===== config.mk =====
export PLATFORM = sky130hd
export DESIGN_NAME = led_drive_switch_pwm_control
export DESIGN_NICKNAME = d
export VERILOG_FILES = /design/src/led_drive_pkg.sv /design/src/led_drive_switch_pwm_control.sv /design/src/mod_pwm_unit.sv
export SDC_FILE = /design/constraint.sdc
export NUM_CORES = 1
export LEC_CHECK = 0
export BUFFER_PORTS_ARGS = -buffer_cell sky130_fd_sc_hd__buf_2
export CAP_MARGIN = 20
export CELL_PAD_IN_SITES_DETAIL_PLACEMENT = 0
export CELL_PAD_IN_SITES_GLOBAL_PLACEMENT = 1
export CORE_MARGIN = 1
export CORE_UTILIZATION = 35
export DETAILED_ROUTE_END_ITERATION = 10
export PLACE_DENSITY = 0.82
export SYNTH_ARGS = -nofsm -noshare
export SYNTH_HDL_FRONTEND = slang
export SYNTH_SLANG_ARGS = --single-unit
export TNS_END_PERCENT = 20

===== constraint.sdc =====
create_clock -name MCLK_IN -period 7.2 [get_ports MCLK_IN]
set_input_delay 0 -clock MCLK_IN [delete_from_list [all_inputs] [get_ports MCLK_IN]]
set_output_delay 0 -clock MCLK_IN [all_outputs]
set_load 0.005 [all_outputs]

===== src/led_drive_pkg.sv =====
// How it works
// - Separate current per colour and modulation per state.
// - Modulation switching allowed anywhere in line.
// - Slew switch: shunt, DAC zero, load, LED.
// - During DAC change only shunt carries current.
// - Writing a3 to 01 enters test mode.
// - Test write 1c to 24 forces red level.
// - Normal write 00 to 04 restores default configuration.
// - Normal write 00 to 2f resets only sequencer.
// - Steering is make-before-break, DAC unchanged.
// - Each state has own modulation settings.
// - Divider divides clock, advances period counter.
// - Period counter wraps to zero after period.
// - Output high while counter below duty.
// - Each wrap advances enable-cycle counter until it saturates at full.
// - Gate opens at start, closes at stop.
// - Divider 4 bits, period and duty 12.
// - Colour: sync resets, gate pulses advance state.
// - Mono: advance at enable end, hold final.
package led_drive_pkg;

  // ==========================================================
  // Register map
  localparam logic [7:0] OFF_OPERATING_CONFIG_MODE = 8'h01;
  localparam logic [7:0] OFF_GLOBAL_SOFTWARE_RESET = 8'h04;
  localparam logic [7:0] OFF_EXTENDED_PAGE_RECONFIG = 8'h24;
  localparam logic [7:0] OFF_LED_SEQUENCER_RESET = 8'h2f;

  // ==========================================================
  // Data codes and reset values
  localparam logic [7:0] MODE_TEST_CONFIG = 8'ha3;
  localparam logic [7:0] MODE_NORMAL = 8'h23;
  localparam logic [7:0] MODE_RESET = 8'h23;
  localparam logic [7:0] EXT_FORCE_RED_LEVEL = 8'h1c;
  localparam logic [7:0] EXT_RESET = 8'h00;
  localparam logic [7:0] RESET_TRIGGER_CODE = 8'h00;

  // ==========================================================
  // Field widths
  localparam int DIV_W = 4;
  localparam int CNT_W = 12;
  localparam int EN_W = 8;
  localparam int LEVEL_W = 8;
  localparam int RANGE_W = 2;
  localparam int STATES = 4;

  // ==========================================================
  // LED selection codes per sequence state
  localparam logic [1:0] LED_NONE = 2'h0;
  localparam logic [1:0] LED_RED = 2'h1;
  localparam logic [1:0] LED_GREEN = 2'h2;
  localparam logic [1:0] LED_BLUE = 2'h3;

  // ==========================================================
  // Timing
  localparam int CLK_PERIOD_NS = 50;
  localparam int DAC_SETTLE_NS = 500;
  localparam int DAC_SETTLE_CYC =
    (DAC_SETTLE_NS + CLK_PERIOD_NS - 1) / CLK_PERIOD_NS;

  typedef enum logic [1:0] {
    SL_IDLE,
    SL_DRAIN,
    SL_ZERO,
    SL_LOAD
  } slew_state_t;

endpackage : led_drive_pkg


===== src/led_drive_switch_pwm_control.sv =====
`timescale 1ns/100ps
`default_nettype none
module led_drive_switch_pwm_control
  import led_drive_pkg::*;
#(
  parameter int SETTLE_CYCLES = led_drive_pkg::DAC_SETTLE_CYC
) (
  // Clock and reset
  input wire logic MCLK_IN,
  input wire logic SYS_RST_IN,
  // Register writes from the serial interface
  input wire logic WR_STROBE_IN,
  input wire logic [7:0] WR_ADDR_IN,
  input wire logic [7:0] WR_DATA_IN,
  // Sequence timing
  input wire logic SEQ_SYNC_REQUEST_IN,
  input wire logic LINE_TRANSFER_GATE_IN,
  input wire logic MONO_MODE_IN,
  // Sequence configuration
  input wire logic [1:0] SEQUENCE_LENGTH_IN,
  input wire logic [2*led_drive_pkg::STATES-1:0] STATE_LED_SELECT_IN,
  // Per-state modulation configuration
  input wire logic [16-1:0] MOD_CLOCK_DIVIDER_IN,
  input wire logic [48-1:0] MOD_PERIOD_VALUE_IN,
  input wire logic [48-1:0] MOD_DUTY_VALUE_IN,
  input wire logic [32-1:0] GATE_START_COUNT_IN,
  input wire logic [32-1:0] GATE_STOP_COUNT_IN,
  // Per-colour current configuration
  input wire logic [7:0] RED_CURRENT_LEVEL_IN,
  input wire logic [7:0] GREEN_CURRENT_LEVEL_IN,
  input wire logic [7:0] BLUE_CURRENT_LEVEL_IN,
  input wire logic [5:0] CURRENT_DAC_RANGE_IN,
  // Switch matrix and current DAC
  output logic [2:0] LED_SWITCH_OUT,
  output logic SHUNT_SWITCH_OUT,
  output logic [7:0] DAC_CODE_OUT,
  output logic [1:0] DAC_RANGE_OUT,
  output logic BLANKING_OUT,
  // Status
  output logic [1:0] SEQ_STATE_OUT,
  output logic SEQ_RUNNING_OUT,
  output logic BLANK_DISABLED_OUT,
  output logic [7:0] OPERATING_MODE_OUT,
  output logic CONFIG_DEFAULTS_OUT
);

  import led_drive_pkg::*;

  // ==========================================================
  // Parameter check
  generate
    if (SETTLE_CYCLES < 1 || SETTLE_CYCLES > 255) begin : g_bad
      $error("led_drive: SETTLE_CYCLES out of range");
    end
    // The per-state port slices are cut for these field widths only.
    if (DIV_W != 4 || CNT_W != 12 || EN_W != 8) begin : g_width
      $error("led_drive: field widths do not match the ports");
    end
  endgenerate

  logic [7:0] mode_q;
  logic [7:0] ext_q;
  logic blank_dis_q;
  logic defaults_q;
  logic [1:0] seq_q;
  logic run_q;
  logic tg_prev_q;
  logic done_prev_q;
  slew_state_t sl_q;
  logic [7:0] settle_q;
  logic [2:0] led_q;
  logic shunt_q;
  logic [7:0] dac_q;
  logic [1:0] rng_q;
  logic pwm_cmp;
  logic pwm_gate;
  logic pwm_done;

  // ==========================================================
  // Register write decode
  wire test_mode = (mode_q == MODE_TEST_CONFIG);
  wire wr_mode = WR_STROBE_IN && (WR_ADDR_IN == OFF_OPERATING_CONFIG_MODE);
  // While in test mode every other address lands in the extended page.
  wire wr_ext = WR_STROBE_IN && test_mode && !wr_mode;
  wire blank_set = wr_ext && (WR_ADDR_IN == OFF_EXTENDED_PAGE_RECONFIG)
    && (WR_DATA_IN == EXT_FORCE_RED_LEVEL);
  wire wr_norm = WR_STROBE_IN && !test_mode;
  wire soft_rst = wr_norm && (WR_ADDR_IN == OFF_GLOBAL_SOFTWARE_RESET)
    && (WR_DATA_IN == RESET_TRIGGER_CODE);
  wire seq_rst = wr_norm && (WR_ADDR_IN == OFF_LED_SEQUENCER_RESET)
    && (WR_DATA_IN == RESET_TRIGGER_CODE);

  always_ff @(posedge MCLK_IN or posedge SYS_RST_IN) begin
    if (SYS_RST_IN) begin
      mode_q <= MODE_RESET;
      ext_q <= EXT_RESET;
      blank_dis_q <= 1'b0;
      defaults_q <= 1'b0;
    end else begin
      defaults_q <= soft_rst;
      if (soft_rst) begin
        mode_q <= MODE_RESET;
        ext_q <= EXT_RESET;
        blank_dis_q <= 1'b0;
      end else begin
        if (wr_mode) begin
          mode_q <= WR_DATA_IN;
        end
        if (wr_ext) begin
          ext_q <= WR_DATA_IN;
        end
        if (blank_set) begin
          blank_dis_q <= 1'b1;
        end
      end
    end
  end

  // ==========================================================
  // Sequence progression
  // Inputs are synchronous, so a one-flop edge detect is enough.
  wire tg_rise = LINE_TRANSFER_GATE_IN && !tg_prev_q;
  wire start = SEQ_SYNC_REQUEST_IN && LINE_TRANSFER_GATE_IN;
  wire done_rise = pwm_done && !done_prev_q;
  wire step_col = tg_rise && !SEQ_SYNC_REQUEST_IN;
  wire step = MONO_MODE_IN ? done_rise : step_col;
  wire at_last = (seq_q == SEQUENCE_LENGTH_IN);
  wire seq_clr = soft_rst || seq_rst;
  // A restart outranks an advance that lands in the same cycle.
  wire advance = run_q && step && !at_last && !start;
  wire state_chg = !seq_clr && (start || advance);

  always_ff @(posedge MCLK_IN or posedge SYS_RST_IN) begin
    if (SYS_RST_IN) begin
      tg_prev_q <= 1'b0;
      done_prev_q <= 1'b0;
    end else begin
      tg_prev_q <= LINE_TRANSFER_GATE_IN;
      done_prev_q <= pwm_done;
    end
  end

  always_ff @(posedge MCLK_IN or posedge SYS_RST_IN) begin
    if (SYS_RST_IN) begin
      seq_q <= 2'h0;
      run_q <= 1'b0;
    end else if (seq_clr) begin
      seq_q <= 2'h0;
      run_q <= 1'b0;
    end else if (start) begin
      seq_q <= 2'h0;
      run_q <= 1'b1;
    end else if (run_q && step) begin
      if (at_last) begin
        run_q <= 1'b0;
      end else begin
        seq_q <= seq_q + 2'h1;
      end
    end
  end

  // ==========================================================
  // Per-state selection
  wire [1:0] led_code = STATE_LED_SELECT_IN[seq_q*2 +: 2];
  wire [DIV_W-1:0] div_sel = MOD_CLOCK_DIVIDER_IN[seq_q*DIV_W +: DIV_W];
  wire [CNT_W-1:0] per_sel = MOD_PERIOD_VALUE_IN[seq_q*CNT_W +: CNT_W];
  wire [CNT_W-1:0] duty_sel = MOD_DUTY_VALUE_IN[seq_q*CNT_W +: CNT_W];
  wire [EN_W-1:0] start_sel = GATE_START_COUNT_IN[seq_q*EN_W +: EN_W];
  wire [EN_W-1:0] stop_sel = GATE_STOP_COUNT_IN[seq_q*EN_W +: EN_W];
  wire [2:0] led_onehot = (led_code == LED_RED) ? 3'h1 :
    (led_code == LED_GREEN) ? 3'h2 :
    (led_code == LED_BLUE) ? 3'h4 : 3'h0;
  wire [7:0] level_sel = (led_code == LED_RED) ? RED_CURRENT_LEVEL_IN :
    (led_code == LED_GREEN) ? GREEN_CURRENT_LEVEL_IN :
    (led_code == LED_BLUE) ? BLUE_CURRENT_LEVEL_IN : 8'h00;
  // A state coded off keeps the last range, so the DAC output holds still.
  wire [1:0] range_sel = (led_code == LED_RED) ? CURRENT_DAC_RANGE_IN[1:0] :
    (led_code == LED_GREEN) ? CURRENT_DAC_RANGE_IN[3:2] :
    (led_code == LED_BLUE) ? CURRENT_DAC_RANGE_IN[5:4] : rng_q;

  // ==========================================================
  // Modulation unit, restarted on every state change
  mod_pwm_unit #(
    .DIV_W(DIV_W),
    .CNT_W(CNT_W),
    .EN_W(EN_W)
  ) u_pwm (
    .clk_in(MCLK_IN),
    .rst_in(SYS_RST_IN),
    .clear_in(state_chg || !run_q),
    .divider_in(div_sel),
    .period_in(per_sel),
    .duty_in(duty_sel),
    .start_in(start_sel),
    .stop_in(stop_sel),
    .compare_out(pwm_cmp),
    .gate_out(pwm_gate),
    .done_out(pwm_done)
  );

  // ==========================================================
  // Slew-limited switch sequencing
  // With blanking disabled a state change only moves the LED switches.
  wire slew_go = state_chg && !blank_dis_q;
  wire drained = (led_q == 3'h0) && shunt_q;
  wire settle_end = (settle_q == 8'h00);

  always_ff @(posedge MCLK_IN or posedge SYS_RST_IN) begin
    if (SYS_RST_IN) begin
      sl_q <= SL_IDLE;
      settle_q <= 8'h00;
    end else if (seq_clr) begin
      sl_q <= SL_IDLE;
      settle_q <= 8'h00;
    end else if (slew_go) begin
      sl_q <= SL_DRAIN;
    end else begin
      unique case (sl_q)
        SL_IDLE: begin
          settle_q <= 8'h00;
        end
        SL_DRAIN: begin
          if (drained) begin
            sl_q <= SL_ZERO;
            settle_q <= 8'(SETTLE_CYCLES - 1);
          end
        end
        SL_ZERO: begin
          if (settle_end) begin
            sl_q <= SL_LOAD;
            settle_q <= 8'(SETTLE_CYCLES - 1);
          end else begin
            settle_q <= settle_q - 8'h01;
          end
        end
        SL_LOAD: begin
          if (settle_end) begin
            sl_q <= SL_IDLE;
          end else begin
            settle_q <= settle_q - 8'h01;
          end
        end
      endcase
    end
  end

  // ==========================================================
  // Current DAC
  always_ff @(posedge MCLK_IN or posedge SYS_RST_IN) begin
    if (SYS_RST_IN) begin
      dac_q <= 8'h00;
      rng_q <= 2'h0;
    end else if (blank_dis_q) begin
      // Held fixed so that steering alone never disturbs the video.
      dac_q <= RED_CURRENT_LEVEL_IN;
    end else if (sl_q == SL_DRAIN && drained) begin
      dac_q <= 8'h00;
    end else if (sl_q == SL_ZERO && settle_end) begin
      dac_q <= level_sel;
      rng_q <= range_sel;
    end
  end

  // ==========================================================
  // Make-before-break switch steering
  // Modulation may toggle the LED at any cycle of a line.
  wire blank = (sl_q != SL_IDLE) || slew_go;
  wire lit = run_q && pwm_gate && pwm_cmp;
  wire [2:0] want = (blank || !lit) ? 3'h0 : led_onehot;
  wire led_match = (led_q == want);
  // Moving from one LED to another always passes through all-off.

  always_ff @(posedge MCLK_IN or posedge SYS_RST_IN) begin
    if (SYS_RST_IN) begin
      led_q <= 3'h0;
      shunt_q <= 1'b1;
    end else if (!led_match) begin
      if (!shunt_q) begin
        shunt_q <= 1'b1;
      end else begin
        led_q <= (led_q == 3'h0) ? want : 3'h0;
      end
    end else if (led_q != 3'h0) begin
      shunt_q <= 1'b0;
    end else begin
      shunt_q <= 1'b1;
    end
  end

  // ==========================================================
  // Outputs
  assign LED_SWITCH_OUT = led_q;
  assign SHUNT_SWITCH_OUT = shunt_q;
  assign DAC_CODE_OUT = dac_q;
  assign DAC_RANGE_OUT = rng_q;
  assign BLANKING_OUT = (sl_q != SL_IDLE);
  assign SEQ_STATE_OUT = seq_q;
  assign SEQ_RUNNING_OUT = run_q;
  assign BLANK_DISABLED_OUT = blank_dis_q;
  assign OPERATING_MODE_OUT = mode_q;
  assign CONFIG_DEFAULTS_OUT = defaults_q;

endmodule : led_drive_switch_pwm_control
`default_nettype wire


===== src/mod_pwm_unit.sv =====
`timescale 1ns/100ps
`default_nettype none
module mod_pwm_unit #(
  parameter int DIV_W = 4,
  parameter int CNT_W = 12,
  parameter int EN_W = 8
) (
  // Clock and reset
  input wire logic clk_in,
  input wire logic rst_in,
  // Control
  input wire logic clear_in,
  input wire logic [DIV_W-1:0] divider_in,
  input wire logic [CNT_W-1:0] period_in,
  input wire logic [CNT_W-1:0] duty_in,
  input wire logic [EN_W-1:0] start_in,
  input wire logic [EN_W-1:0] stop_in,
  // Results
  output logic compare_out,
  output logic gate_out,
  output logic done_out
);

  // ==========================================================
  // Parameter check
  generate
    if (DIV_W < 1 || CNT_W < 2 || EN_W < 1) begin : g_bad
      $error("mod_pwm_unit: widths too small");
    end
  endgenerate

  logic [DIV_W-1:0] div_q;
  logic [CNT_W-1:0] cnt_q;
  logic [EN_W-1:0] en_q;
  logic cmp_q;
  logic gate_q;
  logic done_q;

  // ==========================================================
  // Decode
  // A divider of zero is served as one so the counter never stalls.
  wire tick = (div_q + 1'b1 >= divider_in) || (divider_in == '0);
  wire wrap = tick && (cnt_q >= period_in);
  wire [CNT_W-1:0] cnt_d = wrap ? '0 : cnt_q + (CNT_W)'(tick);
  wire en_full = (en_q == {EN_W{1'b1}});
  // The gate follows the next enable count, so it moves at the same edge
  // as the compare and the first enabled period is not cut short.
  wire [EN_W-1:0] en_d = (wrap && !en_full) ? en_q + 1'b1 : en_q;

  // ==========================================================
  // Counters
  always_ff @(posedge clk_in or posedge rst_in) begin
    if (rst_in) begin
      div_q <= '0;
      cnt_q <= '0;
      en_q <= '0;
    end else if (clear_in) begin
      div_q <= '0;
      cnt_q <= '0;
      en_q <= '0;
    end else begin
      div_q <= tick ? '0 : div_q + 1'b1;
      cnt_q <= cnt_d;
      en_q <= en_d;
    end
  end

  // ==========================================================
  // Compare and gate
  always_ff @(posedge clk_in or posedge rst_in) begin
    if (rst_in) begin
      cmp_q <= 1'b0;
      gate_q <= 1'b0;
      done_q <= 1'b0;
    end else if (clear_in) begin
      cmp_q <= 1'b0;
      gate_q <= 1'b0;
      done_q <= 1'b0;
    end else begin
      cmp_q <= (cnt_d < duty_in);
      if (en_d == stop_in) begin
        gate_q <= 1'b0;
        done_q <= 1'b1;
      end else if (en_d == start_in) begin
        gate_q <= 1'b1;
      end
    end
  end

  assign compare_out = cmp_q;
  assign gate_out = gate_q;
  assign done_out = done_q;

endmodule : mod_pwm_unit
`default_nettype wire


# Word level (Yosys, flattened, before mapping)
# Index checks and enable logic that the tools add are counted.
classes:
  addsub: 5
  n_eq_ne: 24
  n_bitwise: 3
  magnitude_cmp: 3
  n_mul: 1
  reduce_logical: 66
  n_shift: 6
  muxes: 53
ops:
  columns: ["operator", "count"]
  rows:
  - ["$mux W8", 15]
  - ["$shiftx A48 B7 Y12", 2]
  - ["$shiftx A32 B6 Y8", 2]
  - ["$pmux W8 S4", 1]
  - ["$logic_and A1 B1 Y1", 26]
  - ["$mux W12", 2]
  - ["$mux W2", 12]
  - ["$reduce_bool A3 Y1", 6]
  - ["$eq A8 B6 Y1 const B", 2]
  - ["$eq A8 B8 Y1", 2]
  - ["$eq A8 B8 Y1 const B", 2]
  - ["$logic_not A8 Y1", 2]
  - ["$shiftx A16 B5 Y4", 1]
  - ["$mux W1", 15]
  - ["$mux W3", 5]
  - ["$add A12 B1 Y12", 1]
  - ["$ge A12 B12 Y1", 1]
  - ["$logic_not A1 Y1", 12]
  - ["$lt A12 B12 Y1", 1]
  - ["$ne A4 B4 Y1 const B", 3]
  - ["$add A8 B1 Y8 const B", 1]
  - ["$eq A2 B2 Y1 const B", 4]
  - ["$eq A8 B1 Y1 const B", 1]
  - ["$eq A8 B3 Y1 const B", 1]
  - ["other kinds (25)", 41]
totals:
  register_bits: 66
  inputBits: 238
  output_inout_bits: 28

# Logic depth before layout (Yosys ltp)
# Gate-level depths: netlist of run 1.
depth:
  depth_word: 16
  mapped_depth: 24
  mapped_depth_nobuf: 21

# Modules after synthesis
# Synthesis of run 1 repeated with hierarchy kept, for this count alone.
unflattened:
  cells_unflattened: 593
  hier_area_um2: 5795.6
by_module_without_submodules:
  columns: ["module", "seq_area_each_um2", "n_inst", "area_per_inst_um2", "cells_per_inst"]
  rows:
  - ["led_drive_switch_pwm_control", 980.9, 1, 3427.0, 313]
  - ["mod_pwm_unit", 675.6, 1, 2368.5, 280]

# Least setup slack after synthesis of run 1
# Ideal clock, no wire load.
synth_path:
  kind: "flip-flop to flip-flop"
  startpoint: "register seq_q[0], in the netlist SEQ_STATE_OUT[0]"
  endpoint: "register u_pwm.cmp_q, in the netlist u_pwm.compare_out"
  required_ps: 7133
  path_stages_with_launch: 24
  setup_time_ps: 67
  path_slack_ps: 1833
  arrival_time_ps: 5301
  cell_sequence: "dfrtp_1 buf_6 buf_12 buf_2 buf_2 buf_1 mux4_2 ha_1 nor2_1 a21oi_1 o31ai_1 a21oi_4 clkbuf_1 nor2_1 ha_1 a21o_1 a21oi_1 nor2b_1 o21ai_0 nand2b_1 a21oi_1 nor2b_1 o21ai_0 o2111a_1"
synth_via:
  elab_chain_cells: 8
synth_lines:
  columns: ["item", "line_no", "rtl"]
  rows:
  - ["start, declared", "led_drive_switch_pwm_control.sv:65", "logic [1:0] seq_q;"]
  - ["start signal, assigned", "led_drive_switch_pwm_control.sv:157", "seq_q <= seq_q + 2'h1;"]
  - ["parallel branches: the longest is 7 deep, another holds $ge A12 B12 Y1", null, null]
  - ["$mux W1 *", "mod_pwm_unit.sv:75", "end else if (clear_in) begin"]
  - ["end signal, assigned", "mod_pwm_unit.sv:80", "cmp_q <= (cnt_d < duty_in);"]
  - ["end, declared", "mod_pwm_unit.sv:35", "logic cmp_q;"]
# Every way passes the cells marked *.
# A chain may end at the register's enable or synchronous reset.

# Worst setup path after layout of run 1
# Same ends and word-level chain as after synthesis.

==> results of run 1 <==
[power by group through the flow]
stage	Sequential, mW	Combinational, mW	Clock [mW]
3_3_place_gp	0.481	0.526	0
2_1_floorplan	0.458	0.396	0
5_1_grt	0.487	0.610	0.502
4_1_cts	0.477	0.544	0.484
3_5_place_dp	0.483	0.534	0
6_report	0.478	0.535	0.472
[area by class of cell]
type / count / share of cell area
clock inverters: 5 / 0.01010
inverters: 40 / 0.01956
multi-input cells: 440 / 0.4853
clock buffers: 11 / 0.03162
flip-flops and latches: 66 / 0.2164
repair buffers: 289 / 0.2018
well taps: 216 / 0.03520
[flip-flops by register name, summed over array words and instances, names as in the netlist, 2 cells and up]
signal / flops
u_pwm.div_q: 4
OPERATING_MODE_OUT: 8
sl_q: 2
LED_SWITCH_OUT: 3
u_pwm.cnt_q: 12
DAC_RANGE_OUT: 2
u_pwm.en_q: 8
SEQ_STATE_OUT: 2
DAC_CODE_OUT: 8
settle_q: 8
[worst reg2reg max path, stage by stage (launching register included)]
cell and delay (ns):
dfrtp_4 0.62, buf_4 0.58, mux4_2 0.63, inv_1 0.07, ha_1 0.23, a21oi_1 0.14
o21ai_0 0.13, a221oi_2 0.72, a21oi_4 0.34, nor2_1 0.21, ha_1 0.26, a21o_1 0.16
a21oi_1 0.14, nor2b_1 0.06, o21ai_0 0.17, nand2b_1 0.08, a21oi_1 0.14, nor2b_1 0.05
o21ai_0 0.14, o2111a_1 0.18
[per-layer routing]
layer,vias to the layer above,part of all wire,GRT usage,wire [um]
met5,-,0,0,0
li1,2672,-,-,-
met2,221,0.51,0.3644,8114
met3,8,0.059,0.04005,943
met4,0,0.0065,0.04360,103
met1,2537,0.43,0.2348,6789
[stage by stage]
| stage | total power [mW] | hold WS, ns | util | worst slack, ns | area (um2) |
|---|---|---|---|---|---|
| after floorplan | 0.8540 | 0.03143 | - | 1.833 | 5652 |
| after global placement | 1.007 | 0.1331 | 0.4536 | 2.102 | 7179 |
| after detailed placement | 1.016 | 0.1413 | 0.4536 | 2.014 | 7179 |
| after CTS | 1.505 | 0.03220 | 0.4846 | 2.020 | 7670 |
| after global routing | 1.599 | 0.03742 | 0.4851 | 1.674 | 7677 |
| final | 1.485 | 0.01961 | 0.4851 | 2.094 | 7677 |
[logic make-up (layout without fill, tap and decap cells)]
| family | after synthesis | in the layout |
|---|---|---|
| multiplexers | 64 | 64 |
| AO/OA/AOI/OAI | 110 | 110 |
| AND/OR/NAND/NOR | 195 | 195 |
| XOR/XNOR | 38 | 38 |
| flip-flops | 66 | 66 |
| buffers and inverters | 64 | 345 |
| adder cells (fa/ha/maj) | 33 | 33 |
[worst min-delay path by stage]
stage                       startpoint                                 to  depth (start not counted)
4_1_cts        CURRENT_DAC_RANGE_IN[4]       DAC_RANGE_OUT[0]$_DFFE_PP0P_                          4
6_report                 WR_ADDR_IN[5]  OPERATING_MODE_OUT[2]$_DFFE_PP0P_                          3
5_1_grt                  WR_ADDR_IN[5]  OPERATING_MODE_OUT[2]$_DFFE_PP0P_                          3
2_1_floorplan    LINE_TRANSFER_GATE_IN                tg_prev_q$_DFF_PP0_                          0
3_5_place_dp     LINE_TRANSFER_GATE_IN                tg_prev_q$_DFF_PP0_                          1
3_3_place_gp     LINE_TRANSFER_GATE_IN                tg_prev_q$_DFF_PP0_                          1
[cells in the final DEF, fill, tap and decap left out, types with 4 or more instances in the layout]
cell | netlist | layout
a211o_1 | 4 | 4
nand2b_1 | 5 | 5
nand3_1 | 16 | 16
o31ai_1 | 4 | 4
mux4_2 | 45 | 45
buf_2 | 4 | 265
xnor2_1 | 16 | 16
nor3_1 | 28 | 28
nor4_1 | 4 | 4
nand4_1 | 8 | 8
nor2_1 | 58 | 58
dfrtp_1 | 62 | 60
dlygate4sd3_1 | 0 | 17
a21o_1 | 5 | 5
nor4b_1 | 5 | 5
and3_1 | 6 | 6
nor2b_1 | 12 | 12
o21ai_0 | 28 | 27
clkbuf_16 | 0 | 9
nand2_1 | 33 | 33
xor2_1 | 21 | 21
dfstp_2 | 4 | 4
mux2i_1 | 17 | 17
a21oi_1 | 33 | 33
inv_1 | 39 | 38
ha_1 | 33 | 33
buf_4 | 0 | 6
[timing repair]
action                                  in CTS  in global routing
hold buffers                                17                  0
hold endpoints to repair                    78                  0
setup buffers                                0                  0
endpoints found under the setup margin       0                  0
==> flow_metrics.py, run 1 <==
metrics = {
    "worst_setup_path": {
        "ff2ff_path_depth": 19,
        "reg2reg_slack_ns": 2.09,
        "path_depth": 19,
        "slowest_delay_ns": 0.72,
        "critPathCaptureType": "flop",
        "r2r_start": "SEQ_STATE_OUT[0]$_DFFE_PP0P_",
        "critPathKind": "flop to flop",
        "start_kind": "flop",
        "cp_max_fo": 34,
        "arrival_ns": 5.38,
        "required_ns": 7.47,
        "critPathBufInv": 2,
        "crit_family": "compound AO/OA/AOI/OAI gates",
        "critPathCapture": "u_pwm.compare_out$_DFF_PP0_",
        "worstSetupStartpoint": "SEQ_STATE_OUT[0]$_DFFE_PP0P_",
        "slowest_stage": "a221oi_2",
        "path_cells": "buf_4 -> mux4_2 -> inv_1 -> ha_1 -> a21oi_1 -> o21ai_0 -> a221oi_2 -> a21oi_4 -> nor2_1 -> ha_1 -> a21o_1 -> a21oi_1 -> nor2b_1 -> o21ai_0 -> nand2b_1 -> a21oi_1 -> nor2b_1 -> o21ai_0 -> o2111a_1",
        "r2r-end": "u_pwm.compare_out$_DFF_PP0_",
    },
    "place": {
        "dp_hpwl_mm": 12.70,
        "placed_cells_incl_taps": 1033,
        "portBuffers": 265,
        "gp_congestion": 0.8289,
    },
    "final_layout": {
        "register_area_um2": 1662,
        "layout.nets": 1117,
        "multi_input_area_um2": 3726,
        "fillers": 1530,
        "final_cells": 1067,
        "antenna_cells": 0,
        "synthToLayoutAreaGrowth_pct": 35.84,
        "drive_gt1_frac": 0.4160,
    },
    "synthesis": {
        "ys_ff_latch": 66,
        "synth_edf_count": 0,
        "ys_top_cells_by_count": "dfrtp_1, nor2_1, mux4_2",
        "synth-simple-area-share": 0.1756,
        "synth_cell_type_count": 69,
        "yosysWarnings": 0,
        "syn_area_um2": 5652,
        "synth_top_family_by_area": "multiplexers",
        "async_flop_share": 1.000,
        "ys_seq_area_frac": 0.2931,
        "synth.mux.area_fraction": 0.2161,
        "synthCells": 570,
        "synthTopCellsByArea": "dfrtp_1, mux4_2, ha_1",
        "avgSynthCellArea_um2": 9.915,
        "synthAdderAreaFrac": 0.07306,
        "synth_top_area_cell": "dfrtp_1",
        "synth_top_flop_cell": "dfrtp_1",
        "synth_fp_nets": 841,
        "synth_top_area_frac": 0.2745,
        "synth_most_common_cell": "dfrtp_1",
        "synth_xor_area_frac": 0.06132,
        "synth_compound_area_frac": 0.1333,
    },
    "clocking": {
        "cts-resized-gates": 0,
        "htreeDepth": 3,
        "root_buffer": "clkbuf_16",
        "insertion_delay_ns": 0.33,
        "cts_tree": "built",
        "clockBufferDepth": 2,
        "cts_inserted_buffers": 9,
        "cts_sinks": 66,
        "clkTransAtPathRegs_ns": 0.06,
    },
    "grt": {
        "grt_pass1_wl_mm": 25.70,
        "grt-ovfl-total": 0,
        "grt_pass1_vias": 5381,
        "grtUsageTotal": 0.1971,
        "grt_max_degree": 67,
        "antenna_found_initial": 0,
    },
    "power": {
        "seqPwrFrac": 0.322,
        "power_density_nw_per_um2": 193.4,
        "combinationalPowerShare": 0.360,
        "internal_power_mw": 1.002,
        "ir_drop_uv": 108.5,
        "power.net_switching_uw": 483.0,
        "clkPwrFrac": 0.318,
        "swShare": 0.3253,
        "p_leak_nw": 3.712,
    },
    "floorplanning": {
        "coreArea_um2": 15830,
        "die_h_um": 129.1,
        "io_pins": 266,
        "die-width_um": 129.1,
        "dieArea_um2": 16660,
        "start_util": 0.3571,
        "num_rows": 46,
    },
    "drt": {
        "num_vias": 5438,
        "ant_nets": 0,
        "via_per_inst": 5.097,
        "drc_errors": 0,
        "wl_mm": 15.95,
        "wl_per_cell_um": 14.95,
        "drtPass1Iterations": 5,
        "drt_iter0_drc": 200,
    },
    "sta": {
        "rsz0062_at_grt": "false",
        "setup-tns-final_ns": 0,
        "fmax_mhz": 195.8,
        "slew_viol_final": 0,
        "tightest_slew_ns": 0.8790,
        "maxSlewHeadroom": 0.4140,
        "hold_violations": 0,
        "post-route-period-util": 0.7092,
        "finalCriticalPeriod_ns": 5.106,
        "fin_skew_ns": 0.006597,
        "setup_violations": 0,
    },
    "min_path": {
        "hp-class": "input port to flop",
    },
    "flow_run": {
        "max_cap_violations": 0,
    },
    "run_status": {
        "status": "complete, no violations",
    },
}
Power figures use the tool's default switching activity.
==> run 2, diff against run 1 <==
Clock period 7.2 ns to 5.2 ns, I/O delays scaled along.
==> flow_metrics.py, run 2 (same netlist as run 1, synthesis figures left out) <==
metrics = {
    "final_layout": {
        "drive_gt1_frac": 0.4162,
        "design_area_um2": 7661,
        "layout.nets": 1119,
        "final_cell_mix": "buf_2, dfrtp_1, nor2_1, mux4_2, inv_1",
        "largest_reg_flops": 12,
        "fillers": 1553,
        "synthToLayoutAreaGrowth_pct": 35.55,
        "top_register": "u_pwm.cnt_q",
        "final_cells": 1069,
        "fin_util": 0.4840,
        "antenna_cells": 0,
        "final_common_cell": "buf_2",
    },
    "worst_setup_path": {
        "path_cells": "mux4_2 -> ha_1 -> nand2b_1 -> a211o_1 -> a211oi_4 -> inv_1 -> ha_1 -> ha_1 -> nand3_1 -> xor2_1 -> nor2_1 -> ha_1 -> a21o_1 -> a21oi_1 -> nor2b_1 -> o21ai_0 -> nand2b_1 -> a21oi_1 -> nor2b_1 -> o21ai_0 -> o2111a_1",
        "ff2ff_path_depth": 21,
        "start_kind": "flop",
        "slowest_stage": "dfrtp_4",
        "required_ns": 5.47,
        "slowest_delay_ns": 0.59,
        "r2r_start": "SEQ_STATE_OUT[0]$_DFFE_PP0P_",
        "reg2reg_slack_ns": 0.59,
        "arrival_ns": 4.88,
        "cp_max_fo": 15,
        "r2r-end": "u_pwm.compare_out$_DFF_PP0_",
        "critPathKind": "flop to flop",
        "critPathCaptureType": "flop",
        "cp_common_cell": "ha_1",
    },
    "place": {
        "placed_cells_incl_taps": 1036,
        "post-place-ws_ns": 0.5600,
        "postPlaceCellArea_um2": 7211,
        "gp_congestion": 0.8349,
        "portBuffers": 265,
        "dp_hpwl_mm": 12.51,
    },
    "drt": {
        "drc_errors": 0,
        "num_vias": 5428,
        "wl_per_cell_um": 14.54,
        "drt_iter0_drc": 218,
        "via_per_inst": 5.078,
        "wl_mm": 15.54,
        "ant_nets": 0,
        "drtPass1Iterations": 4,
    },
    "grt": {
        "grt_max_degree": 67,
        "grt_pass1_vias": 5348,
        "grtUsageTotal": 0.1916,
        "grt_pass1_wl_mm": 25.10,
        "antenna_found_initial": 0,
        "grt-ovfl-total": 0,
    },
    "floorplanning": {
        "io_pins": 266,
        "dieArea_um2": 16660,
        "coreArea_um2": 15830,
        "die-width_um": 129.1,
        "start_util": 0.3571,
        "die_h_um": 129.1,
        "num_rows": 46,
    },
    "sta": {
        "layout_setup_ws_ns": 0.5885,
        "maxSlewHeadroom": 0.2622,
        "hold_violations": 0,
        "setup-tns-final_ns": 0,
        "tightest_slew_ns": 1.098,
        "setup_violations": 0,
        "fin_skew_ns": 0.005933,
        "rsz0062_at_grt": "false",
        "fmax_mhz": 216.9,
        "slew_viol_final": 0,
        "post-route-period-util": 0.8868,
        "finalCriticalPeriod_ns": 4.611,
    },
    "power": {
        "p_leak_nw": 3.701,
        "ir_drop_uv": 151.1,
        "power_density_nw_per_um2": 260.7,
    },
    "clocking": {
        "htreeDepth": 3,
        "cts_setup_buffers": 0,
        "cts_inserted_buffers": 9,
        "clkTransAtPathRegs_ns": 0.06,
        "insertion_delay_ns": 0.33,
        "root_buffer": "clkbuf_16",
        "cts_sinks": 66,
        "cts_tree": "built",
        "clockBufferDepth": 2,
    },
    "min_path": {
        "min_path_cells": 4,
        "hp-class": "input port to flop",
        "min_from": "CURRENT_DAC_RANGE_IN[4]",
        "hold_path_end": "DAC_RANGE_OUT[0]$_DFFE_PP0P_",
    },
    "flow_run": {
        "max_cap_violations": 0,
    },
    "run_status": {
        "status": "complete, no violations",
    },
}
[run 2: worst max path at each step]
stage	from	to	slack, ns	cells after the start
after floorplan	SEQ_STATE_OUT[0]$_DFFE_PP0P_	u_pwm.compare_out$_DFF_PP0_	0.17	24
after global placement	SEQ_STATE_OUT[0]$_DFFE_PP0P_	u_pwm.compare_out$_DFF_PP0_	0.66	21
after detailed placement	SEQ_STATE_OUT[0]$_DFFE_PP0P_	u_pwm.compare_out$_DFF_PP0_	0.56	21
after CTS	SEQ_STATE_OUT[0]$_DFFE_PP0P_	u_pwm.compare_out$_DFF_PP0_	0.53	21
after global routing	SEQ_STATE_OUT[0]$_DFFE_PP0P_	u_pwm.compare_out$_DFF_PP0_	0.22	21
final	SEQ_STATE_OUT[0]$_DFFE_PP0P_	u_pwm.compare_out$_DFF_PP0_	0.59	21
[run 2: through the flow]
step           hold slack (ns)  power, mW
5_1_grt                0.06003      2.151
3_3_place_gp            0.1327      1.408
4_1_cts                0.02470      2.026
6_report               0.03612      1.997
2_1_floorplan          0.03143      1.184
3_5_place_dp            0.1299      1.420
[run 2: per-layer routing]
metal  track usage  up-vias  part of all wire
li1              -     2681                 -
met1        0.2342     2519              0.43
met2        0.3431      207              0.50
met3       0.03055       21             0.055
met4       0.06505        0             0.016
met5             0        -                 0
[run 2: worst max-delay path: cells and delay by family, from the launching register on]
family,cells,cell delay [ns]
AO/OA/AOI/OAI,8,1.48
XOR/XNOR,1,0.21
multiplexers,1,0.59
flip-flops,1,0.59
adder cells (fa/ha/maj),4,1.06
buffers and inverters,1,0.10
AND/OR/NAND/NOR,6,0.51
[run 2: layout make-up]
type / count / area [um2] / share of cell area
multi-input combinational: 440 / 3735 / 0.4875
sequential: 66 / 1662 / 0.2169
timing repair buffer: 291 / 1564 / 0.2041
tap: 216 / 270.3 / 0.03528
clock buffer: 13 / 240.2 / 0.03136
inverter: 40 / 150.1 / 0.01960
clock inverter: 3 / 40.04 / 0.005226
[run 2: report_power, final]
group / switching [mW] / total (mW) / internal, mW
sequential: 0.0768 / 0.657 / 0.580
clock: 0.217 / 0.587 / 0.370
combinational: 0.371 / 0.753 / 0.382
total: 0.665 / 2.00 / 1.33
[run 2: what timing repair did]
item	4_1_cts	5_1_grt
resized for setup	0	0
hold buffers	17	0
hold endpoints to repair	78	0
==> run 3, diff against run 2 <==
Settings changed: CORE_UTILIZATION 35 to 30, PLACE_DENSITY 0.82 to 0.72.
==> flow_metrics.py, run 3 (same netlist as run 1, synthesis figures left out) <==
metrics = {
    "drt": {
        "drtPass1Iterations": 11,
        "drc_errors": 19,
        "num_vias": 5498,
        "drt_iter0_drc": 259,
        "via_per_inst": 5.072,
        "ant_nets": 0,
        "wl_per_cell_um": 15.40,
        "wl_mm": 16.70,
    },
    "clocking": {
        "ctsHoldBuffers": 17,
        "cts-resized-gates": 0,
        "htreeDepth": 3,
        "cts_tree": "built",
        "cts_inserted_buffers": 9,
        "insertion_delay_ns": 0.34,
        "clkTransAtPathRegs_ns": 0.06,
        "cts_setup_buffers": 0,
        "clockBufferDepth": 2,
        "cts_sinks": 66,
        "root_buffer": "clkbuf_16",
    },
    "final_layout": {
        "antenna_cells": 0,
        "drive_gt1_frac": 0.4222,
        "synthToLayoutAreaGrowth_pct": 36.55,
        "largest_reg_flops": 12,
        "layout.nets": 1121,
        "fillers": 1829,
        "final_common_cell": "buf_2",
        "final_cell_mix": "buf_2, dfrtp_1, nor2_1, mux4_2, inv_1",
        "fin_util": 0.4238,
        "top_register": "u_pwm.cnt_q",
    },
    "grt": {
        "grt_pass1_vias": 5665,
        "grt_max_degree": 67,
        "grt_pass1_wl_mm": 27.13,
        "grt-ovfl-total": 0,
        "grtUsageTotal": 0.1760,
        "antenna_found_initial": 0,
    },
    "power": {
        "seqPwrFrac": 0.320,
        "clkPwrFrac": 0.309,
        "internal_power_mw": 1.357,
        "p_leak_nw": 3.725,
        "ir_drop_uv": 126.3,
        "power_density_nw_per_um2": 265.1,
        "power.net_switching_uw": 688.9,
        "swShare": 0.3367,
        "combinationalPowerShare": 0.371,
    },
    "sta": {
        "hold_violations": 0,
        "finalCriticalPeriod_ns": 4.500,
        "setup-tns-final_ns": 0,
        "tightest_slew_ns": 1.033,
        "fmax_mhz": 222.2,
        "maxSlewHeadroom": 0.3057,
        "slew_viol_final": 0,
        "post-route-period-util": 0.8653,
        "setup_violations": 0,
        "rsz0062_at_grt": "false",
        "fin_skew_ns": 0.007845,
    },
    "flow_run": {
        "max_cap_violations": 0,
    },
    "worst_setup_path": {
        "slowest_stage": "mux4_2",
        "cp_common_cell": "ha_1",
        "start_kind": "flop",
        "path_cells": "mux4_2 -> ha_1 -> nand2b_1 -> a211o_1 -> a211oi_4 -> inv_1 -> ha_1 -> ha_1 -> nand3_1 -> xor2_1 -> nor2_1 -> ha_1 -> a21o_1 -> a21oi_1 -> nor2b_1 -> o21ai_0 -> nand2b_1 -> a21oi_1 -> nor2b_1 -> o21ai_0 -> o2111a_1",
        "critPathBufInv": 1,
        "critPathCaptureType": "flop",
        "crit_family": "compound AO/OA/AOI/OAI gates",
        "cp_max_fo": 9,
        "reg2reg_slack_ns": 0.70,
        "arrival_ns": 4.78,
        "critPathKind": "flop to flop",
        "required_ns": 5.48,
        "slowest_delay_ns": 0.57,
    },
    "floorplanning": {
        "num_rows": 49,
        "die_h_um": 139.3,
        "dieArea_um2": 19390,
        "die-width_um": 139.3,
        "io_pins": 266,
        "coreArea_um2": 18210,
        "start_util": 0.3104,
    },
    "run_status": {
        "violations": "DRC",
        "status": "finished, violations left",
    },
    "min_path": {
        "hp-class": "input port to flop",
    },
    "place": {
        "gp_congestion": 0.8180,
        "portBuffers": 265,
        "dp_hpwl_mm": 13.55,
    },
}
==> run 3: cell types whose count changed in the layout (fill, tap and decap cells not counted) <==
cell	previous run	this run
clkbuf_1	4	0
buf_4	9	11
clkbuf_8	0	2
clkinv_2	2	3
clkinvlp_4	0	1
==> run 3: routing by layer <==
metal / track usage / wire length [um] / vias up
li1: - / - / 2684
met1: 0.2079 / 7163 / 2575
met2: 0.3237 / 8389 / 225
met3: 0.03992 / 1006 / 14
met4: 0.03567 / 139 / 0
met5: 0 / 0 / -
==> run 3: worst paths after layout <==
path                                               from  depth (start not counted)                            to
max                        SEQ_STATE_OUT[0]$_DFFE_PP0P_                         21   u_pwm.compare_out$_DFF_PP0_
min                             CURRENT_DAC_RANGE_IN[5]                          4  DAC_RANGE_OUT[1]$_DFFE_PP0P_
max reg2reg                SEQ_STATE_OUT[0]$_DFFE_PP0P_                         21   u_pwm.compare_out$_DFF_PP0_
min reg2reg                  u_pwm.done_out$_DFFE_PP0N_                          0         done_prev_q$_DFF_PP0_
max in group asynchronous                    SYS_RST_IN                          4  SEQ_STATE_OUT[0]$_DFFE_PP0P_
min in group asynchronous                    SYS_RST_IN                          4   DAC_CODE_OUT[1]$_DFFE_PP0P_
==> run 3: final cells by class <==
class / count / area [um2] / area share
multi-input cells: 440 / 3735 / 0.4839
flip-flops and latches: 66 / 1662 / 0.2153
repair buffers: 293 / 1579 / 0.2046
well taps: 229 / 286.5 / 0.03713
clock buffers: 11 / 252.7 / 0.03275
inverters: 40 / 150.1 / 0.01946
clock inverters: 5 / 52.55 / 0.006809
==> run 3: tightest hold or removal path, delay by kind of cell <==
family                 cells  cell delay (ns)
AND/OR/NAND/NOR            2             0.15
AO/OA/AOI/OAI              1             0.10
buffers and inverters      1             0.08
==> run 3: stage by stage <==
step | area, um2 | std cells | hold WS, ns | power, mW | setup WS, ns
floorplan | 5658 | 570 | 0.03143 | 1.184 | 0.1723
global placement | 7242 | 1051 | 0.1334 | 1.421 | 0.7943
detailed placement | 7242 | 1051 | 0.1377 | 1.428 | 0.6936
CTS | 7717 | 1084 | 0.01876 | 2.080 | 0.6697
global route | 7717 | 1084 | 0.04071 | 2.208 | 0.3420
finish | 7717 | 1084 | 0.02347 | 2.046 | 0.7005
==> run 3: power by group through the flow <==
stage | Sequential (mW) | Combinational [mW] | Clock [mW]
after floorplan | 0.634 | 0.550 | 0
after global placement | 0.663 | 0.758 | 0
after detailed placement | 0.664 | 0.763 | 0
after CTS | 0.655 | 0.775 | 0.650
after global routing | 0.667 | 0.869 | 0.672
final | 0.655 | 0.758 | 0.633
